==> src/hw/nlhp_regs.svh <==
/*
  constants of the nor-like host port: access latencies, address layout, burst latency, pin reset values.
  assumes the system clock mclk runs at 100 MHz; included by the port alone, not by its package users.
*/
`ifndef NLHP_REGS_SVH
`define NLHP_REGS_SVH

// ----------------------------------------
// clock figures
// ----------------------------------------
`define NLHP_MCLK_MHZ        100
`define NLHP_LINK_MAX_KHZ    67500

// ----------------------------------------
// async access, total system clocks from strobe fall to ready
// ----------------------------------------
`define NLHP_SYNC_LAT        6'h04
`define NLHP_RD16_CYC        6'h07
`define NLHP_RD32A_CYC       6'h06
`define NLHP_RD32B_CYC       6'h04
`define NLHP_WR16_CYC        6'h04
`define NLHP_WR32A_CYC       6'h04
`define NLHP_WR32B_CYC       6'h05
`define NLHP_FIFO_CYC        6'h04

// ----------------------------------------
// address layout, reset values and burst latency limits
// ----------------------------------------
`define NLHP_FIFO_BIT        16
`define NLHP_HALF_BIT        1
`define NLHP_PINS_IDLE       8'hFF
`define NLHP_BURST_MIN_LAT   6'h01
`define NLHP_WC_SHORT        5'h01

`endif

==> src/hw/nlhp_pkg.sv <==
/*
  types of the nor-like host port: state encoding, pin bundle, state record.
  assumes nlhp_regs.svh supplies the numeric constants.
*/
package nlhp_pkg;

  // ----------------------------------------
  // types
  // ----------------------------------------
  typedef enum logic [2:0] {
    IDLE = 3'h0,
    WAIT = 3'h1,
    RDY  = 3'h3,
    BLAT = 3'h2,
    BDAT = 3'h6
  } nlhp_fsm_t;

  typedef struct packed {
    logic acsN;
    logic scsN;
    logic advN;
    logic oeN;
    logic weN;
    logic linkClk;
    logic refSel;
    logic altFreq;
  } nlhp_pins_t;

  typedef struct packed {
    nlhp_fsm_t   fsm;
    logic [5:0]  cnt;
    logic        rdy;
    logic        drv;
    logic        wr;
    logic        treq;
    logic        regRd;
    logic        regWr;
    logic [15:0] dout;
    logic [16:0] addr;
    logic [15:0] hi;
    logic [31:0] wdat;
    logic [1:0]  strapAge;
    logic        useHi;
    logic        useLo;
    logic        rsv;
    nlhp_pins_t  prv;
  } nlhp_st_t;

endpackage : nlhp_pkg

==> src/hw/nlhp_fifo.sv <==
/*
  endpoint fifo: parameter width and depth, valid/ready on both sides, registered output.
  assumes a single clock; the output stage holds one word beyond the memory depth.
*/
`timescale 1ns/1ps
module nlhp_fifo #(
  parameter int W = 16,
  parameter int D = 16
) (
  input  wire logic         mclk,
  input  wire logic         sys_rst,
  input  wire logic [W-1:0] inData,
  input  wire logic         inValid,
  output logic              inReady,
  output logic      [W-1:0] outData,
  output logic              outValid,
  input  wire logic         outReady
);
  localparam int AW = $clog2(D);

  typedef struct packed {
    logic [AW-1:0] wp;
    logic [AW-1:0] rp;
    logic [AW:0]   cnt;
    logic          ov;
    logic [W-1:0]  od;
  } nlhp_fifo_st_t;

  nlhp_fifo_st_t s;
  nlhp_fifo_st_t n;
  logic [W-1:0]  mem [D];
  logic          push;
  logic          load;

  assign inReady  = (s.cnt != (AW+1)'(D));
  assign outValid = s.ov;
  assign outData  = s.od;
  assign push     = inValid && inReady;

  always_comb
  begin
    n    = s;
    load = (s.cnt != '0) && (!s.ov || outReady);
    if (outReady && s.ov)
      n.ov = 1'b0;
    if (load)
    begin
      n.od = mem[s.rp];
      n.ov = 1'b1;
      n.rp = s.rp + 1'b1;
    end
    if (push)
      n.wp = s.wp + 1'b1;
    n.cnt = s.cnt + (AW+1)'(push) - (AW+1)'(load);
  end

  always_ff @(posedge mclk)
  begin
    if (push)
      mem[s.wp] <= inData;
  end

  always_ff @(posedge mclk)
  begin
    if (sys_rst)
      s <= '0;
    else
      s <= n;
  end
endmodule : nlhp_fifo

==> src/hw/nlhp_port.sv <==
/*
  slave side of a 16-bit multiplexed address/data nor-like host port:
  async single accesses on one chip select, bursts on another, paced by the host link clock.
  assumes host pins are asynchronous to mclk (100 MHz) and the link clock is far slower than mclk.
*/
// Contract
// - strap low at reset selects the 38.4 MHz reference input.
// - strap and frequency strap high at reset select the 19.2 MHz input.
// - async 16-bit register read: ready 6 to 8 clocks after read strobe.
// - async 32-bit read: ready 5..7 clocks first half, 2..4 second half.
// - async paced buffer read: ready 3 to 4 clocks per half.
// - async 16-bit register write: ready 3 to 5 clocks after write strobe.
// - async 32-bit write: ready 2..4 clocks first half, 3..7 second half.
// - async paced buffer write: ready 3 to 4 clocks per half.
// - async select drives ready low; deselect releases ready.
// - burst select drives ready low; deselect releases ready.
// - in bursts ready rises and read data change only on link clock edges.
// - paced burst latency follows wait count: 1 for 0 or 1, up to 32.
// - burst writes with wait count above 1 take count plus one clocks.
// - unpaced burst reads ignore the wait count.
// - shared lines carry address then data, bit numbering shifted by one.
`timescale 1ns/1ps
`include "nlhp_regs.svh"
module nlhp_port #(
  parameter int FIFO_W = 16,
  parameter int FIFO_D = 16
) (
  input  wire logic        mclk,
  input  wire logic        sys_rst,
  input  wire logic        acsN,
  input  wire logic        scsN,
  input  wire logic        advN,
  input  wire logic        oeN,
  input  wire logic        weN,
  input  wire logic        linkClk,
  input  wire logic        refClockSelectStrap,
  input  wire logic        altFreqStrap,
  input  wire logic [15:0] sharedAddrDataIn,
  output logic      [15:0] sharedAddrDataOut,
  output logic             sharedAddrDataOe,
  output logic             rdyOut,
  output logic             rdyOe,
  output logic             transferRequest,
  input  wire logic [4:0]  waitCount,
  input  wire logic        dmaPaced,
  input  wire logic        regWide,
  output logic      [16:0] regAddr,
  output logic             regRead,
  output logic             regWrite,
  output logic      [31:0] regWrData,
  input  wire logic [31:0] regRdData,
  output logic      [15:0] epWrData,
  output logic             epWrValid,
  input  wire logic        epWrReady,
  input  wire logic [15:0] epRdData,
  input  wire logic        epRdValid,
  output logic             epRdReady,
  output logic             useHighRefClockInput,
  output logic             useLowRefClockInput,
  output logic             refClockReserved
);

  // ----------------------------------------
  // pin synchronisers
  // ----------------------------------------
  nlhp_pkg::nlhp_pins_t pRaw;
  nlhp_pkg::nlhp_pins_t pS;
  logic [15:0]          adS;

  assign pRaw = '{acsN, scsN, advN, oeN, weN, linkClk, refClockSelectStrap, altFreqStrap};

  nlhp_sync #(
    .W   (8),
    .RST (`NLHP_PINS_IDLE)
  ) u_ctl_sync (
    .mclk    (mclk),
    .sys_rst (sys_rst),
    .d       (pRaw),
    .q       (pS)
  );

  // data lines pass the same two stages, so they stay aligned with the strobes
  nlhp_sync #(
    .W   (16),
    .RST (16'h0000)
  ) u_ad_sync (
    .mclk    (mclk),
    .sys_rst (sys_rst),
    .d       (sharedAddrDataIn),
    .q       (adS)
  );

  // ----------------------------------------
  // endpoint write fifo
  // ----------------------------------------
  logic push;
  logic pop;
  logic fifoInReady;

  nlhp_fifo #(
    .W (FIFO_W),
    .D (FIFO_D)
  ) u_fifo (
    .mclk     (mclk),
    .sys_rst  (sys_rst),
    .inData   (adS),
    .inValid  (push),
    .inReady  (fifoInReady),
    .outData  (epWrData),
    .outValid (epWrValid),
    .outReady (epWrReady)
  );

  // ----------------------------------------
  // decode helpers
  // ----------------------------------------
  function automatic logic [5:0] accDelay(
    input logic wr,
    input logic fifo,
    input logic wide,
    input logic second
  );
    logic [5:0] c;
    c = `NLHP_RD16_CYC;
    if (fifo)
      c = `NLHP_FIFO_CYC;
    else if (wr)
      c = !wide ? `NLHP_WR16_CYC :
          (second ? `NLHP_WR32B_CYC : `NLHP_WR32A_CYC);
    else if (wide)
      c = second ? `NLHP_RD32B_CYC : `NLHP_RD32A_CYC;
    accDelay = c - `NLHP_SYNC_LAT;
  endfunction : accDelay

  function automatic logic [5:0] burstLat(
    input logic [4:0] wc,
    input logic       paced,
    input logic       wr
  );
    if (!paced && !wr)
      burstLat = `NLHP_BURST_MIN_LAT;
    else if (wc <= `NLHP_WC_SHORT)
      burstLat = `NLHP_BURST_MIN_LAT;
    else
      burstLat = {1'b0, wc} + 6'h01;
  endfunction : burstLat

  // ----------------------------------------
  // state
  // ----------------------------------------
  nlhp_pkg::nlhp_st_t s;
  nlhp_pkg::nlhp_st_t n;
  logic               acsOn;
  logic               scsOn;
  logic               oeFall;
  logic               weFall;
  logic               advRise;
  logic               clkRise;
  logic               isFifo;
  logic               second;

  assign acsOn   = !pS.acsN;
  assign scsOn   = !pS.scsN;
  assign oeFall  = s.prv.oeN && !pS.oeN;
  assign weFall  = s.prv.weN && !pS.weN;
  assign advRise = !s.prv.advN && pS.advN;
  assign clkRise = !s.prv.linkClk && pS.linkClk;
  assign isFifo  = s.addr[`NLHP_FIFO_BIT];
  assign second  = regWide && s.addr[`NLHP_HALF_BIT];

  always_comb
  begin
    n         = s;
    n.prv     = pS;
    n.regRd   = 1'b0;
    n.regWr   = 1'b0;
    push      = 1'b0;
    pop       = 1'b0;
    // straps settle through the synchroniser, then are caught once
    if (s.strapAge != 2'h3)
      n.strapAge = s.strapAge + 2'h1;
    if (s.strapAge == 2'h2)
    begin
      n.useHi = !pS.refSel;
      n.useLo = pS.refSel && pS.altFreq;
      n.rsv   = pS.refSel && !pS.altFreq;
    end
    if (advRise && (acsOn || scsOn))
      n.addr = {adS, 1'b0};
    n.treq = s.wr ? fifoInReady : epRdValid;
    case (s.fsm)
      nlhp_pkg::IDLE:
      begin
        n.rdy = 1'b0;
        n.drv = 1'b0;
        if (acsOn && (oeFall || weFall))
        begin
          n.wr    = weFall;
          n.cnt   = accDelay(weFall, isFifo, regWide, second);
          n.regRd = !weFall && !isFifo && !second;
          n.fsm   = nlhp_pkg::WAIT;
        end
        else if (scsOn && (oeFall || weFall))
        begin
          n.wr  = weFall;
          n.cnt = burstLat(waitCount, dmaPaced, weFall);
          n.fsm = nlhp_pkg::BLAT;
        end
      end
      nlhp_pkg::WAIT:
      begin
        if (!acsOn)
          n.fsm = nlhp_pkg::IDLE;
        else if (s.cnt != 6'h00)
          n.cnt = s.cnt - 6'h01;
        else if (isFifo && (s.wr ? !fifoInReady : !epRdValid))
          n.cnt = 6'h00;
        else
        begin
          n.rdy = 1'b1;
          n.fsm = nlhp_pkg::RDY;
          if (!s.wr)
          begin
            n.drv = 1'b1;
            if (isFifo)
            begin
              n.dout = epRdData;
              pop    = 1'b1;
            end
            else if (second)
              n.dout = s.hi;
            else
            begin
              n.dout = regRdData[15:0];
              n.hi   = regRdData[31:16];
            end
          end
          else if (isFifo)
            push = 1'b1;
          else if (regWide && !second)
            n.hi = adS;
          else
          begin
            n.regWr = 1'b1;
            n.wdat  = regWide ? {adS, s.hi} : {16'h0000, adS};
          end
        end
      end
      nlhp_pkg::RDY:
      begin
        // ready stands until the host lets go of its strobe
        if (!acsOn || (pS.oeN && pS.weN))
        begin
          n.rdy = 1'b0;
          n.drv = 1'b0;
          n.fsm = nlhp_pkg::IDLE;
        end
      end
      nlhp_pkg::BLAT,
      nlhp_pkg::BDAT:
      begin
        if (!scsOn)
        begin
          n.rdy = 1'b0;
          n.drv = 1'b0;
          n.fsm = nlhp_pkg::IDLE;
        end
        else
        begin
          if (pS.oeN)
            n.drv = 1'b0;
          // a full fifo drops ready at once, not waiting for the link clock
          if (s.wr && s.rdy && !fifoInReady)
            n.rdy = 1'b0;
          if (clkRise)
          begin
            if (s.fsm == nlhp_pkg::BDAT || s.cnt <= 6'h01)
            begin
              n.fsm = nlhp_pkg::BDAT;
              if (s.wr)
              begin
                push  = (s.fsm == nlhp_pkg::BDAT) && s.rdy;
                n.rdy = fifoInReady;
              end
              else if (epRdValid)
              begin
                n.dout = epRdData;
                n.drv  = 1'b1;
                n.rdy  = 1'b1;
                pop    = 1'b1;
              end
              else
                n.rdy = 1'b0;
            end
            else
              n.cnt = s.cnt - 6'h01;
          end
        end
      end
      default:
      begin
        n.fsm = nlhp_pkg::IDLE;
        n.rdy = 1'b0;
        n.drv = 1'b0;
      end
    endcase
  end

  always_ff @(posedge mclk)
  begin
    if (sys_rst)
    begin
      s     <= '0;
      s.prv <= `NLHP_PINS_IDLE;
    end
    else
      s <= n;
  end

  // ----------------------------------------
  // outputs
  // ----------------------------------------
  assign sharedAddrDataOut    = s.dout;
  assign sharedAddrDataOe     = s.drv;
  assign rdyOut               = s.rdy;
  assign rdyOe                = acsOn || scsOn;
  assign transferRequest      = s.treq;
  assign regAddr              = s.addr;
  assign regRead              = s.regRd;
  assign regWrite             = s.regWr;
  assign regWrData            = s.wdat;
  assign epRdReady            = pop;
  assign useHighRefClockInput = s.useHi;
  assign useLowRefClockInput  = s.useLo;
  assign refClockReserved     = s.rsv;
endmodule : nlhp_port

==> src/hw/nlhp_sync.sv <==
/*
  two-flop synchroniser for a vector of unrelated levels.
  assumes each bit is a slow level; no bus coherence is promised across bits.
*/
`timescale 1ns/1ps
module nlhp_sync #(
  parameter int         W   = 8,
  parameter logic [W-1:0] RST = '1
) (
  input  wire logic         mclk,
  input  wire logic         sys_rst,
  input  wire logic [W-1:0] d,
  output logic      [W-1:0] q
);
  logic [W-1:0] meta;

  always_ff @(posedge mclk)
  begin
    if (sys_rst)
    begin
      meta <= RST;
      q    <= RST;
    end
    else
    begin
      meta <= d;
      q    <= meta;
    end
  end
endmodule : nlhp_sync
==> config.mk <==
export PLATFORM = sky130hd
export DESIGN_NAME = nlhp_port
export DESIGN_NICKNAME = d
export VERILOG_FILES = /design/src/hw/nlhp_pkg.sv /design/src/hw/nlhp_fifo.sv /design/src/hw/nlhp_port.sv /design/src/hw/nlhp_sync.sv
export VERILOG_INCLUDE_DIRS = /design/src /design/src/hw
export SDC_FILE = /design/constraint.sdc
export NUM_CORES = 1
export LEC_CHECK = 0
export BUFFER_PORTS_ARGS = -buffer_cell sky130_fd_sc_hd__buf_4
export CORE_UTILIZATION = 30
export DETAILED_ROUTE_END_ITERATION = 10
export PLACE_DENSITY = 0.55
export SLEW_MARGIN = 20
export SYNTH_ARGS = -nofsm -noshare
export SYNTH_HDL_FRONTEND = slang
export SYNTH_SLANG_ARGS = --single-unit
==> constraint.sdc <==
create_clock -name mclk -period 6.8 [get_ports mclk]
set_clock_uncertainty 0.1 [all_clocks]
set_input_delay 0 -clock mclk [delete_from_list [all_inputs] [get_ports mclk]]
set_output_delay 0 -clock mclk [all_outputs]
set_load 0.02 [all_outputs]
==> impl_metrics.yaml <==
outcome:
  status: "finished clean"
sta:
  clock.fmax_ghz: 0.2553
  holdWs_ps: 70.31
  worst_pin_slew_ps: 1094
  setup_viol: 0
  setup_ws_ps: 2882
  slew_headroom_pct: 27.09
  slew_viol_final: 0
  fin_crit_ps: 3918
  rsz0062_at_grt: "no"
  hold_viol: 0
  tns_ps: 0
  post-route-period-util_pct: 57.61
setup_path:
  critPathCaptureType: "flop"
  crit_type: "reg -> reg"
  worst_path_largest_cell_delay_ps: 730
  startpoint_type: "flop"
  worstPathArrival_ps: 4340
  critPathRequiredTime_ps: 7220
  path_cells: "inv_2 > nand2_1 > or4_1 > dlygate4sd3_1 > a21oi_1 > dlygate4sd3_1"
  critPathMostFrequentCell: "dlygate4sd3_1"
  reg2reg_to: "sharedAddrDataOut[1]"
  r2r_start: "s[97]"
  regToRegSetupSlack_ps: 2880
  crit_path_max_fanout: 37
  worstRegToRegCells: 6
  slowest_stage: "nand2_1"
floorplan:
  core-area_sq_um: 60250
  rows: 90
  io_pins: 175
  die_h_um: 248.8
  die_area_sq_um: 61910
  initial_utilization_pct: 30.34
  die_w_um: 248.8
logic_synthesis:
  yosysSeqAreaShare_pct: 62.44
  ys_ff_latch: 442
  synth_cells: 1473
  syn_area_sq_um: 18280
  synth_edf_count: 256
  yosysTopAreaCellShare_pct: 42.06
  netlist_top_cells_count: "256 x edfxtp_1, 186 x dfxtp_1, 116 x nand2_1, 115 x mux2i_1, 105 x nor2_1"
  syn_nets: 1575
  syn_area_per_cell_sq_um: 12.41
  synth_cell_types: 70
  netlist.top_cell.by_area: "edfxtp_1"
  ys.flop_type: "edfxtp_1"
  yosysWarnings: 0
  synth.area.top_cells: "edfxtp_1 42%, dfxtp_1 20%, mux2i_1 6.3%, buf_4 3.4%, a21oi_1 2.4%"
  yosysMostFrequentCell: "edfxtp_1"
  synth-async-reset-ratio_pct: 0
grt:
  track_usage_pct: 16.39
  grt_max_degree: 94
  grt_pass1_vias: 12300
  antenna_found_initial: 0
  grt_pass1_wl_mm: 76.80
  grt-ovfl-total: 0
drt:
  vias: 12174
  routed_via_density: 4.895
  ant_nets: 0
  drtIter0Drc: 901
  wl_per_cell_um: 20.58
  drc: 0
  wirelength_mm: 51.18
  drt-pass1-iter-count: 5
hold_path:
  holdCritPathClass: "in -> reg"
  whs_path_depth: 3
  holdPathEnd: "u_ctl_sync.meta[1]"
  hold_start: "refClockSelectStrap"
power_and_ir_drop:
  p_int_mw: 5.066
  irDropWorstVdd_v: 0.0001950
  power_mw: 7.112
  switching_share_pct: 28.77
  pwr-share-seq_pct: 43.6
  power_frac_comb_pct: 20.0
  power_switching_mw: 2.046
  p_leak_nw: 8.010
  powerDensity_nw_per_um2: 315.2
  p_clk_share_pct: 36.4
job:
  drv_cap: 0
final_layout:
  antenna-diode-count: 0
  n_fill_cell: 5703
  nNetsFinal: 1768
  syn2layout_area_growth_pct: 23.44
  layout-drive-gt1-share_pct: 20.65
clocking:
  cts_htree_levels: 2
  cts-root-buf: "clkbuf_16"
  cts_sinks: 442
  cts_made_buffers: 48
  cts_tree: "built"
  clockBufferDepth: 3
  clkTransAtPathRegs_ps: 60
  clk_latency_ps: 580
  post_cts_resized: 0
placement:
  pre_cts_ws_ps: 3385
  port-buffer-count: 173
  dp_hpwl_mm: 32.45
  gp_congestion: 0.8689
## cells in the final DEF, fill, tap and decap left out, drive strengths merged, types with 5 or more instances in the layout
master,count
a211oi,39
a21oi,88
a221oi,34
a311oi,17
and3,18
buf,206
clkbuf,68
clkinv,17
dfxtp,186
dlygate4sd3,116
edfxtp,256
ha,18
inv,21
mux2i,115
mux4,16
nand2,117
nand2b,6
nand3,22
nor2,105
nor2b,40
nor3,7
nor3b,19
nor4,6
o21ai,41
o221ai,17
or2,27
or3,5
or4,16
xnor2,6
xor2,11
## area by class of cell
cell class | instances | area (sq um) | area share, %
clock buffer | 68 | 1411 | 6.256
clock inverter | 21 | 166.4 | 0.7376
inverter | 22 | 82.58 | 0.3660
multi-input combinational | 830 | 5774 | 25.59
sequential | 442 | 11420 | 50.60
tap | 782 | 978.4 | 4.337
timing repair buffer | 322 | 2731 | 12.11
## registers in the layout, summed over array words and instances, names as in the netlist, 8 cells and up, named ones only
register and count:
u_fifo.mem 256, regWrData 32, s 32, regAddr 16, sharedAddrDataOut 16, u_ad_sync.meta 16
u_ad_sync.q 16, u_fifo.outData 16, u_fifo.s 13, u_ctl_sync.meta 8, u_ctl_sync.q 8
## logic make-up (layout without fill, tap and decap cells)
group | count (synthesis) | in the layout | synth area share [%]
simple gates | 403 | 403 | 11.25
mux | 131 | 131 | 8.270
xor+xnor | 17 | 17 | 0.8147
fa+ha+maj | 19 | 19 | 1.342
compound gates | 259 | 259 | 9.598
other cells | 1 | 1 | 0.02052
buf+inv | 201 | 433 | 6.271
flops | 442 | 442 | 62.44
## per-layer routing
metal  vias up  wire [um]  part of all wire [%]  track usage, %
met3        68       3146                   6.1           3.427
met2       346      25110                    49           28.10
met4         0       1151                   2.2           4.809
met1      6048      21770                    43           20.70
met5         -          0                     0               0
li1       5712          -                     -               -
## critical path: cells and delay by family, from the launching register on
| kind | cells | cell delay (ps) |
|---|---|---|
| buffers and inverters | 3 | 1710 |
| AND/OR/NAND/NOR | 2 | 1440 |
| flip-flops | 1 | 420 |
| AO/OA/AOI/OAI | 1 | 180 |
## timing repair
action / in CTS / in global routing
endpoints found under the hold margin: 127 / 0
hold buffers: 116 / 0
setup buffers: 0 / 0
## per-stage QoR
step	util [%]	cells	instance area, sq um
floorplan	-	1473	18280
global placement	32.83	2281	19780
detailed placement	32.84	2281	19790
CTS	37.39	2486	22530
global route	37.45	2487	22560
finish	37.45	2487	22560
## power by group through the flow
stage / clock network, mW / logic (mW) / registers [mW]
detailed placement: 0 / 1.37 / 3.16
floorplan: 0 / 1.05 / 3.05
global route: 2.75 / 1.53 / 3.12
global placement: 0 / 1.36 / 3.16
finish: 2.59 / 1.42 / 3.10
CTS: 2.64 / 1.43 / 3.11
## worst max path at each step
stage,from,to,slack [ps],cells past startpoint
after floorplan,s[108],u_fifo.mem[0][0],3600,6
after detailed placement,s[106],u_fifo.mem[14][1],3390,5
after global placement,s[106],u_fifo.mem[12][9],3390,5
final,s[97],sharedAddrDataOut[1],2880,6
after CTS,s[97],sharedAddrDataOut[4],3020,6
after global routing,s[97],sharedAddrDataOut[1],2690,6
No activity file was read; power rests on OpenSTA's default activity.
